==> src/inc/ata_exec_map.svh <==
// Purpose: Offsets, field positions, codes and reset values of the task-file command executor
// Assumes: Included by the package and by design files; definitions only
// Notes: Register offsets are a byte index on the plain register port
`ifndef ATA_EXEC_MAP_SVH
`define ATA_EXEC_MAP_SVH

`define REG_DATA_ERR 3'h1
`define REG_SECTOR_COUNT 3'h2
`define REG_SECTOR_NUMBER 3'h3
`define REG_CYL_LOW 3'h4
`define REG_CYL_HIGH 3'h5
`define REG_DRIVE_HEAD 3'h6
`define REG_CMD_STATUS 3'h7

`define ST_BSY 7
`define ST_DRDY 6
`define ST_DSC 4
`define ST_ERR 0
`define ER_IDNF 4
`define ER_ABRT 2
`define DH_LBA 6

`define OP_SEEK_NIB 4'h7
`define OP_SET_FEATURES 8'hef

`define FC_8BIT_ON 8'h01
`define FC_NOP_A 8'h44
`define FC_NOP_B 8'h55
`define FC_KEEP_ON_RESET 8'h66
`define FC_NOP_C 8'h69
`define FC_8BIT_OFF 8'h81
`define FC_NOP_D 8'h96
`define FC_CLOCK 8'h97
`define FC_CURRENT 8'h9a
`define FC_NOP_E 8'haa
`define FC_NOP_F 8'hbb
`define FC_RESTORE_ON_RESET 8'hcc

`define RST_STATUS 8'h50
`define RST_CLOCK 8'h0f
`define RST_CURRENT 8'hff
`define CUR_MAX_DIV4 8'h08
`define CUR_MIN_DIV4 8'h02
`define DEF_HEADS 4'hf
`define DEF_CYLS 16'h0800
`define DEF_LBA_LIMIT 28'h0200000
`define EXEC_CYCLES 4'h3

`endif

==> src/inc/ata_exec_pkg.sv <==
// Purpose: Types shared by the task-file command executor
// Assumes: Map header holds all numbers
// Notes: None
`include "ata_exec_map.svh"
package ata_exec_pkg;
	typedef struct packed {
		logic [2:0] addr;
		logic [7:0] wdata;
		logic write;
		logic read;
	} bus_req_type;

	typedef struct packed {
		logic eightBit;
		logic keepOnReset;
		logic powerByCurrent;
		logic [7:0] clockSetting;
		logic [7:0] currentSetting;
	} feature_type;

	typedef enum logic [1:0] {
		IDLE,
		RUN,
		DONE
	} exec_state_type;
endpackage : ata_exec_pkg

==> src/core/ata_range_check.sv <==
// Purpose: Bounds check of a seek target in CHS or LBA form
// Assumes: Limits are steady inputs
// Notes: Purely combinational
`timescale 1ns/100ps
`default_nettype none
module ata_range_check (
	input wire logic lbaMode, // Target given as LBA
	input wire logic [3:0] head, // Head or LBA 27:24
	input wire logic [7:0] cylHigh, // Cylinder high or LBA 23:16
	input wire logic [7:0] cylLow, // Cylinder low or LBA 15:8
	input wire logic [7:0] sectorNum, // LBA 7:0
	input wire logic [3:0] maxHead, // Highest valid head
	input wire logic [15:0] cylCount, // Number of cylinders
	input wire logic [27:0] lbaLimit, // Number of LBAs
	output logic outOfRange // Target outside the media
);
	logic [27:0] lba;

	always_comb begin
		lba = {head, cylHigh, cylLow, sectorNum};
		if (lbaMode)
			outOfRange = (lba >= lbaLimit);
		else
			outOfRange = (head > maxHead) || ({cylHigh, cylLow} >= cylCount);
	end
endmodule : ata_range_check
`default_nettype wire

==> src/core/ata_seek_set_features_exec.sv <==
// Purpose: Executes Seek and Set Features from the task file
// Assumes: Host register port on mclk; soft reset is a one-cycle pulse from the same clock
// Notes: Opcodes other than Seek and Set Features are left to other logic
`timescale 1ns/100ps
`default_nettype none
`include "ata_exec_map.svh"
module ata_seek_set_features_exec
	import ata_exec_pkg::*;
(
	input wire logic mclk, // System clock, 50 MHz
	input wire logic reset_n, // Asynchronous power-on reset
	input wire logic softReset, // Host soft reset pulse
	input wire logic [2:0] addr, // Task-file register index
	input wire logic [7:0] wdata, // Write data
	input wire logic write, // Write strobe
	input wire logic read, // Read strobe
	output logic [7:0] rdata, // Read data, cycle after read
	output logic busy, // Command executing
	output logic eightBitMode, // 8-bit host data transfers on
	output logic [7:0] clockSetting, // Internal clock code
	output logic [7:0] currentSetting, // Current limit, mA/4
	output logic powerByCurrent // Power set by current control
);
	bus_req_type req;
	exec_state_type state, next_state;
	feature_type feat, next_feat;
	logic [7:0] status, next_status;
	logic [7:0] errorReg, next_errorReg;
	logic [7:0] featureReg, next_featureReg;
	logic [7:0] sectorCount, next_sectorCount;
	logic [7:0] sectorNum, next_sectorNum;
	logic [7:0] cylLow, next_cylLow;
	logic [7:0] cylHigh, next_cylHigh;
	logic [7:0] driveHead, next_driveHead;
	logic [7:0] opcode, next_opcode;
	logic [3:0] count, next_count;
	logic [7:0] next_rdata;
	logic outOfRange;
	logic isSeek;
	logic isSetFeatures;

	assign req = '{addr: addr, wdata: wdata, write: write, read: read};
	assign isSeek = (req.wdata[7:4] == `OP_SEEK_NIB);
	assign isSetFeatures = (req.wdata == `OP_SET_FEATURES);

	ata_range_check u_range (
		.lbaMode(driveHead[`DH_LBA]),
		.head(driveHead[3:0]),
		.cylHigh(cylHigh),
		.cylLow(cylLow),
		.sectorNum(sectorNum),
		.maxHead(`DEF_HEADS),
		.cylCount(`DEF_CYLS),
		.lbaLimit(`DEF_LBA_LIMIT),
		.outOfRange(outOfRange)
	);

	always_comb begin
		next_state = state;
		next_feat = feat;
		next_status = status;
		next_errorReg = errorReg;
		next_featureReg = featureReg;
		next_sectorCount = sectorCount;
		next_sectorNum = sectorNum;
		next_cylLow = cylLow;
		next_cylHigh = cylHigh;
		next_driveHead = driveHead;
		next_opcode = opcode;
		next_count = count;
		// Task-file writes are ignored while busy, as on a real drive
		if (req.write && state == IDLE) begin
			case (req.addr)
				`REG_DATA_ERR: next_featureReg = req.wdata;
				`REG_SECTOR_COUNT: next_sectorCount = req.wdata;
				`REG_SECTOR_NUMBER: next_sectorNum = req.wdata;
				`REG_CYL_LOW: next_cylLow = req.wdata;
				`REG_CYL_HIGH: next_cylHigh = req.wdata;
				`REG_DRIVE_HEAD: next_driveHead = req.wdata;
				`REG_CMD_STATUS: begin
					if (isSeek || isSetFeatures) begin
						next_opcode = req.wdata;
						next_status = 8'h00;
						next_status[`ST_BSY] = 1'b1;
						next_count = `EXEC_CYCLES;
						next_state = RUN;
					end
				end
				default: ;
			endcase
		end
		case (state)
			IDLE: ;
			RUN: begin
				if (count != 4'h0)
					next_count = count - 4'h1;
				else begin
					next_errorReg = 8'h00;
					next_status = 8'h00;
					next_status[`ST_BSY] = 1'b1;
					if (opcode[7:4] == `OP_SEEK_NIB) begin
						next_errorReg[`ER_IDNF] = outOfRange;
					end else begin
						case (featureReg)
							`FC_8BIT_ON: next_feat.eightBit = 1'b1;
							`FC_8BIT_OFF: next_feat.eightBit = 1'b0;
							`FC_NOP_A, `FC_NOP_B, `FC_NOP_C: ;
							`FC_NOP_D, `FC_NOP_E, `FC_NOP_F: ;
							`FC_KEEP_ON_RESET: next_feat.keepOnReset = 1'b1;
							`FC_RESTORE_ON_RESET: next_feat.keepOnReset = 1'b0;
							`FC_CLOCK: begin
								next_feat.clockSetting = sectorCount;
								next_feat.powerByCurrent = 1'b0;
							end
							`FC_CURRENT: begin
								next_feat.currentSetting = sectorCount;
								next_feat.powerByCurrent = 1'b1;
								next_cylHigh = `CUR_MAX_DIV4;
								next_cylLow = `CUR_MIN_DIV4;
							end
							default: next_errorReg[`ER_ABRT] = 1'b1;
						endcase
					end
					next_state = DONE;
				end
			end
			DONE: begin
				// Results settled a cycle earlier, so BSY drops last
				next_status = 8'h00;
				next_status[`ST_DRDY] = 1'b1;
				next_status[`ST_DSC] = 1'b1;
				next_status[`ST_ERR] = errorReg[`ER_ABRT];
				next_state = IDLE;
			end
			default: next_state = IDLE;
		endcase
		if (softReset) begin
			next_state = IDLE;
			next_status = `RST_STATUS;
			next_errorReg = 8'h00;
			next_count = 4'h0;
			if (!feat.keepOnReset) begin
				next_feat.eightBit = 1'b0;
				next_feat.powerByCurrent = 1'b0;
				next_feat.clockSetting = `RST_CLOCK;
				next_feat.currentSetting = `RST_CURRENT;
			end
		end
	end

	always_comb begin
		next_rdata = 8'h00;
		if (req.read) begin
			case (req.addr)
				`REG_DATA_ERR: next_rdata = errorReg;
				`REG_SECTOR_COUNT: next_rdata = sectorCount;
				`REG_SECTOR_NUMBER: next_rdata = sectorNum;
				`REG_CYL_LOW: next_rdata = cylLow;
				`REG_CYL_HIGH: next_rdata = cylHigh;
				`REG_DRIVE_HEAD: next_rdata = driveHead;
				`REG_CMD_STATUS: next_rdata = status;
				default: next_rdata = 8'h00;
			endcase
		end
	end

	always_ff @(posedge mclk or negedge reset_n) begin
		if (!reset_n) begin
			state <= IDLE;
			feat <= '{eightBit: 1'b0, keepOnReset: 1'b0, powerByCurrent: 1'b0,
				clockSetting: `RST_CLOCK, currentSetting: `RST_CURRENT};
			status <= `RST_STATUS;
			errorReg <= 8'h00;
			featureReg <= 8'h00;
			sectorCount <= 8'h00;
			sectorNum <= 8'h00;
			cylLow <= 8'h00;
			cylHigh <= 8'h00;
			driveHead <= 8'h00;
			opcode <= 8'h00;
			count <= 4'h0;
			rdata <= 8'h00;
		end else begin
			state <= next_state;
			feat <= next_feat;
			status <= next_status;
			errorReg <= next_errorReg;
			featureReg <= next_featureReg;
			sectorCount <= next_sectorCount;
			sectorNum <= next_sectorNum;
			cylLow <= next_cylLow;
			cylHigh <= next_cylHigh;
			driveHead <= next_driveHead;
			opcode <= next_opcode;
			count <= next_count;
			rdata <= next_rdata;
		end
	end

	assign busy = status[`ST_BSY];
	assign eightBitMode = feat.eightBit;
	assign clockSetting = feat.clockSetting;
	assign currentSetting = feat.currentSetting;
	assign powerByCurrent = feat.powerByCurrent;
endmodule : ata_seek_set_features_exec
`default_nettype wire

==> config.mk <==
export PLATFORM = sky130hd
export DESIGN_NAME = ata_seek_set_features_exec
export DESIGN_NICKNAME = d
export VERILOG_FILES = /design/src/inc/ata_exec_pkg.sv /design/src/core/ata_range_check.sv /design/src/core/ata_seek_set_features_exec.sv
export VERILOG_INCLUDE_DIRS = /design/src /design/src/inc
export SDC_FILE = /design/constraint.sdc
export NUM_CORES = 1
export LEC_CHECK = 0
export BUFFER_PORTS_ARGS = -buffer_cell sky130_fd_sc_hd__buf_2
export CAP_MARGIN = 20
export CELL_PAD_IN_SITES_DETAIL_PLACEMENT = 1
export CELL_PAD_IN_SITES_GLOBAL_PLACEMENT = 1
export CORE_ASPECT_RATIO = 0.75
export CORE_UTILIZATION = 48
export DETAILED_ROUTE_END_ITERATION = 16
export PLACE_DENSITY_LB_ADDON = 0.1
export SLEW_MARGIN = 20
export SYNTH_ARGS = -nofsm -noshare
export SYNTH_HDL_FRONTEND = slang
export SYNTH_SLANG_ARGS = --single-unit
==> constraint.sdc <==
create_clock -name mclk -period 2.5 [get_ports mclk]
set_clock_uncertainty 0.2 [all_clocks]
set_input_delay 0.125 -clock mclk [delete_from_list [all_inputs] [get_ports mclk]]
set_output_delay 0.125 -clock mclk [all_outputs]
set_load 0.005 [all_outputs]
; Word level (Yosys, flattened, before mapping)
; Cells that the tools add are included.
[word_totals]
out_inout_bits = 27
in_bits = 16
elab_cells = 114
ff_bits = 105
[classes]
n_eq_ne = 25
muxes = 51
magnitude_cmp = 3
addsub = 1
bitwise = 2
reduce_logical = 15
[op_table]
columns = operator, n
row1 = 8-bit 2-to-1 mux, 23
row2 = 8-bit equality test (second input constant), 8
row3 = 19-bit 2-to-1 mux, 3
row4 = 8-bit case mux with 7 select lines, 1
row5 = 17-bit 2-to-1 mux, 2
row6 = 8-bit by 7-bit equality test with 1-bit output (second input constant), 4
row7 = 28-bit by 22-bit greater-or-equal comparator with 1-bit output (second input constant), 1
row8 = 4-bit 2-to-1 mux, 6
row9 = 16-bit by 12-bit greater-or-equal comparator with 1-bit output (second input constant), 1
row10 = 8-bit case mux with 2 select lines, 1
row11 = 3-bit equality test (second input constant), 4
row12 = 12-bit OR reduction, 1
row13 = 2-bit 2-to-1 mux, 5
row14 = 2-bit AND reduction, 5
row15 = 4-bit by 3-bit equality test with 1-bit output (second input constant), 2
row16 = 8-bit by 1-bit equality test with 1-bit output (second input constant), 1
row17 = 3-bit by 2-bit equality test with 1-bit output (second input constant), 2
row18 = 1-bit 2-to-1 mux, 6
row19 = 1-bit case mux with 2 select lines, 3
row20 = 4-bit greater-than comparator (second input constant), 1
row21 = 2-bit case mux with 2 select lines, 1
row22 = 4-bit AND reduction, 1
row23 = 2-bit nonzero test, 2
row24 = 4-bit nonzero test, 1
row25 = 10 further kinds, 12

; Longest topological paths before layout
[depth]
word_depth = 8
ltp_mapped = 7
ltp_nobuf = 6

; By module
; Synthesis repeated with hierarchy kept, for this count alone.
[hier_totals]
hier_cells = 588
hier_area_um2 = 5904.4
[modules_own_cells]
columns = mod, seq_area_each_um2, instances, area_each_um2, cells_per_inst
row1 = ata_seek_set_features_exec, 2394.8, 1, 4708.3, 420
row2 = ata_range_check, 0.0, 1, 1196.1, 168

; Worst setup path before layout
; Ideal clock, no wire load.
[synth_timing]
path_type = register to register
start = register state[1]
end = register driveHead[0]
slack_ps = 484
arrival_time_ps = 1691
synth_period_minus_slack_ps = 2016
n_path_buf = 1
path_stages_with_launch = 7
setup_ps = 125
t_required_ps = 2175
path_cell_list = dfrtp_1 > inv_1 > ha_1 > nand3_1 > buf_2 > nor2_2 > mux2_2
[synth_between]
elab_chain_cells = 3
[synth_lines]
columns = element, line_no
row1 = from (decl), ata_seek_set_features_exec.sv:25  ; exec_state_type state, next_state;
row2 = from (signal assigned), ata_seek_set_features_exec.sv:184  ; state <= next_state;
row3 = 2-bit logical NOT, ata_seek_set_features_exec.sv:72  ; if (req.write && state == IDLE) begin
row4 = 1-bit logical AND, ata_seek_set_features_exec.sv:72
row5 = 2-bit AND reduction (no source line), -
row6 = to (signal assigned), ata_seek_set_features_exec.sv:193  ; driveHead <= next_driveHead;
row7 = to (decl), ata_seek_set_features_exec.sv:34  ; logic [7:0] driveHead, next_driveHead;
; Every way passes these cells.
; A chain may end at the register's enable or synchronous reset.

; Worst setup path after layout
[layout_timing]
start = register state[1]
end = register cylLow[6]
[layout_between]
elab_chain_cells = 7
word_cells_on_any_way = 8
classes_between = eq/ne (1) / mux (5) / reduce/logical (2)
[layout_lines]
columns = element, line_no
row1 = 2-bit logical NOT, ata_seek_set_features_exec.sv:72
row2 = 1-bit logical AND, ata_seek_set_features_exec.sv:72
row3 = 8-bit 2-to-1 mux, ata_seek_set_features_exec.sv:72
row4 = 8-bit 2-to-1 mux, ata_seek_set_features_exec.sv:104  ; case (featureReg)
row5 = 8-bit 2-to-1 mux, ata_seek_set_features_exec.sv:101  ; if (opcode[7:4] == `OP_SEEK_NIB) begin
row6 = 8-bit 2-to-1 mux, ata_seek_set_features_exec.sv:95  ; if (count != 4'h0)
row7 = 8-bit 2-to-1 mux *, ata_seek_set_features_exec.sv:92  ; case (state)
row8 = named net next_cylLow[6], ata_seek_set_features_exec.sv:32  ; logic [7:0] cylLow, next_cylLow;
row9 = to (signal assigned), ata_seek_set_features_exec.sv:191  ; cylLow <= next_cylLow;
row10 = to (decl), ata_seek_set_features_exec.sv:32
; The timed path passes the listed nets; every way through them passes the cells marked *.

==> flow_metrics.py <==
metrics = {
    "power_and_ir_drop": {
        "power.static_leakage_nw": 2.41,
        "vdd_ir_drop_max_uv": 464,
        "pwr_density_cell_nw_per_um2": 710,
    },
    "clock_network": {
        "cts_buffer_depth": 2,
        "cts_root_buf": "clkbuf_16",
        "cts_resized": 0,
        "cts_max_level": 3,
        "clock-sinks": 95,
        "cts_buffers": 9,
        "cts_tree": "built",
        "postCtsSetupBuffers": 0,
        "clk_pin_slew_worst_paths_ps": 70,
        "clk_latency_ps": 350,
    },
    "timing": {
        "finalSetupViolations": 0,
        "finalHoldViolCount": 0,
        "worst_pin_slew_ps": 692,
        "rsz0062_at_grt": "false",
        "slew_headroom_pct": 53.5,
        "fin_ws_ps": 209,
        "maxSlewViolCount": 0,
        "setup_tns_ps": 0,
        "period_needed_ps": 2290,
        "fin_crit_sh_pct": 91.6,
        "max_freq_mhz": 437,
    },
    "synth": {
        "synth.largest_area_cell": "dfrtp_1",
        "synth_edf_count": 0,
        "synth_flop_cell": "dfrtp_1",
        "async_flop_share_pct": 100,
        "ys_types": 65,
        "yosysWarnings": 0,
        "ys_ff_latch": 95,
        "syn_avg_cell_area_um2": 11.2,
        "synthesis.area_um2": 4800,
        "syn-num-nets": 450,
        "yosys-top-cells-area": "dfrtp_1, mux2_2, dfstp_2",
        "synth_cells": 430,
        "ys_seq_area_share_pct": 49.9,
        "synth_top_area_share_pct": 42.2,
    },
    "critical_path": {
        "worstSetupPathType": "reg -> reg",
        "endpoint_kind": "flip-flop",
        "cp-start-kind": "flip-flop",
        "critPathRequiredTime_ps": 2530,
        "critical_path_arrival_ps": 2320,
        "cp_max_fo": 9,
    },
    "grt": {
        "grt_pass1_vias": 3592,
        "grt_pass1_wl_um": 20400,
        "grt.overflow.total": 0,
        "antenna_found_initial": 0,
        "grt_usage_pct": 26.2,
        "grt_start_max_net_pins": 51,
    },
    "flow_run": {
        "cap_violations": 0,
    },
    "route": {
        "ant_nets": 0,
        "wl_per_cell_um": 20.9,
        "drt_first_pass_iters": 6,
        "wl_met2_um": 5980,
        "vias": 3531,
        "wl_um": 12600,
        "wl_met1_um": 5880,
        "first_iter_violations": 179,
        "met3_length_um": 657,
        "via_per_inst": 5.83,
        "remaining_drc_errors": 0,
        "dr.max_layer_used": "met4",
    },
    "floorplanning": {
        "rows": 31,
        "start_util_pct": 49.5,
        "fp.dieArea_um2": 10400,
        "core_area_um2": 9700,
        "die_h_um": 88.6,
        "die_x_um": 117,
        "io_pins": 43,
    },
    "placed_design": {
        "gp_congestion": 0.830,
        "portBuffers": 42,
        "hpwl_um": 8740,
        "post-place-ws_ps": 210,
    },
    "cells_and_area": {
        "drive_above_1_share_pct": 29.5,
        "area_delta_synth_final_pct": 13.6,
        "layout_common_cells": "dfrtp_1, buf_2, mux2_2",
        "multi_input_area_um2": 2140,
        "fillers": 1039,
        "regArea_um2": 2390,
        "antenna_cells": 0,
        "final_common_cell": "dfrtp_1",
        "num-nets-final": 489,
    },
    "worst_hold_path": {
        "holdCritPathClass": "in -> reg",
    },
    "run_status": {
        "status": "complete, no violations",
    },
}
cell type report:
cell class | count | area share [%]
Inverter | 10 | 0.688
Sequential cell | 95 | 43.9
Clock inverter | 4 | 0.528
Tap cell | 132 | 3.03
Clock buffer | 12 | 4.70
Timing Repair Buffer | 66 | 7.98
Multi-Input combinational cell | 287 | 39.2
sequential cells by signal (all words and copies together) (netlist names), 8 cells and up:
name,cells
clockSetting,8
currentSetting,8
cylHigh,8
cylLow,8
driveHead,8
featureReg,8
rdata,8
sectorCount,8
sectorNum,8
status,8
metal layers:
layer  track usage, %  up-vias
met2             43.7       83
met5                0        -
met3             5.80       11
met4             6.99        0
li1                 -     1619
met1             35.1     1818
synth_stat cells, drive strengths merged (6+ instances only):
cell,instances
a21oi,20
buf,31
clkbuf,7
dfrtp,81
dfstp,14
inv,10
mux2,37
mux2i,24
nand2,30
nand2b,6
nand3,19
nor2,27
nor2b,7
nor3,6
o21ai,32
path summary, 6_finish.rpt:
check	startpoint	to	slack [ps]	cells after the start
worst max-delay path	state[1]$_DFF_PN0_	cylLow[6]$_DFF_PN0_	210	6
worst min-delay path	write	featureReg[1]$_DFFE_PN0P_	80	4
worst max register to register	state[1]$_DFF_PN0_	cylLow[6]$_DFF_PN0_	210	6
worst min register to register	clockSetting[2]$_DFF_PN1_	clockSetting[2]$_DFF_PN1_	290	2
max in group asynchronous	reset_n	status[6]$_DFF_PN1_	1220	3
min in group asynchronous	reset_n	status[5]$_DFF_PN0_	130	2
where the power goes:
part | switching, mW | total, mW | internal [mW] | leakage (nW)
combinational | 0.280 | 0.582 | 0.302 | 1.09
clock | 0.603 | 1.33 | 0.732 | 0.135
sequential | 0.218 | 1.95 | 1.74 | 1.18
total | 1.10 | 3.87 | 2.77 | 2.41
repair_timing:
item	in CTS	in global routing
hold endpoints to repair	89	0
hold buffers	12	0
endpoints found under the setup margin	0	0
cell families after synthesis:
| kind of cell | after synthesis | synth area share [%] |
|---|---|---|
| simple gates | 131 | 16.3 |
| compound gates | 86 | 11.6 |
| xor+xnor | 2 | 0.365 |
| flops | 95 | 49.9 |
| mux | 64 | 15.1 |
| buf+inv | 48 | 5.65 |
| fa+ha+maj | 4 | 1.04 |
per-stage QoR:
step	cells	hold WS, ps	power [mW]	util [%]	instance area, µm²
finish	606	76.9	3.87	56.2	5450
global route	606	118	4.04	56.2	5450
CTS	606	75.8	3.90	56.2	5450
detailed placement	578	-24.3	2.54	52.1	5050
global placement	578	-29.4	2.51	52.1	5050
floorplan	430	-371	2.30	-	4800
worst max-delay path, cell delays in order, from the launching register on:
cell	delay, ps
dfrtp_1	410
inv_1	90
ha_1	170
nand3_1	320
or3_1	660
mux2i_1	240
nor2_1	80
No activity file was read; power rests on OpenSTA's default activity.
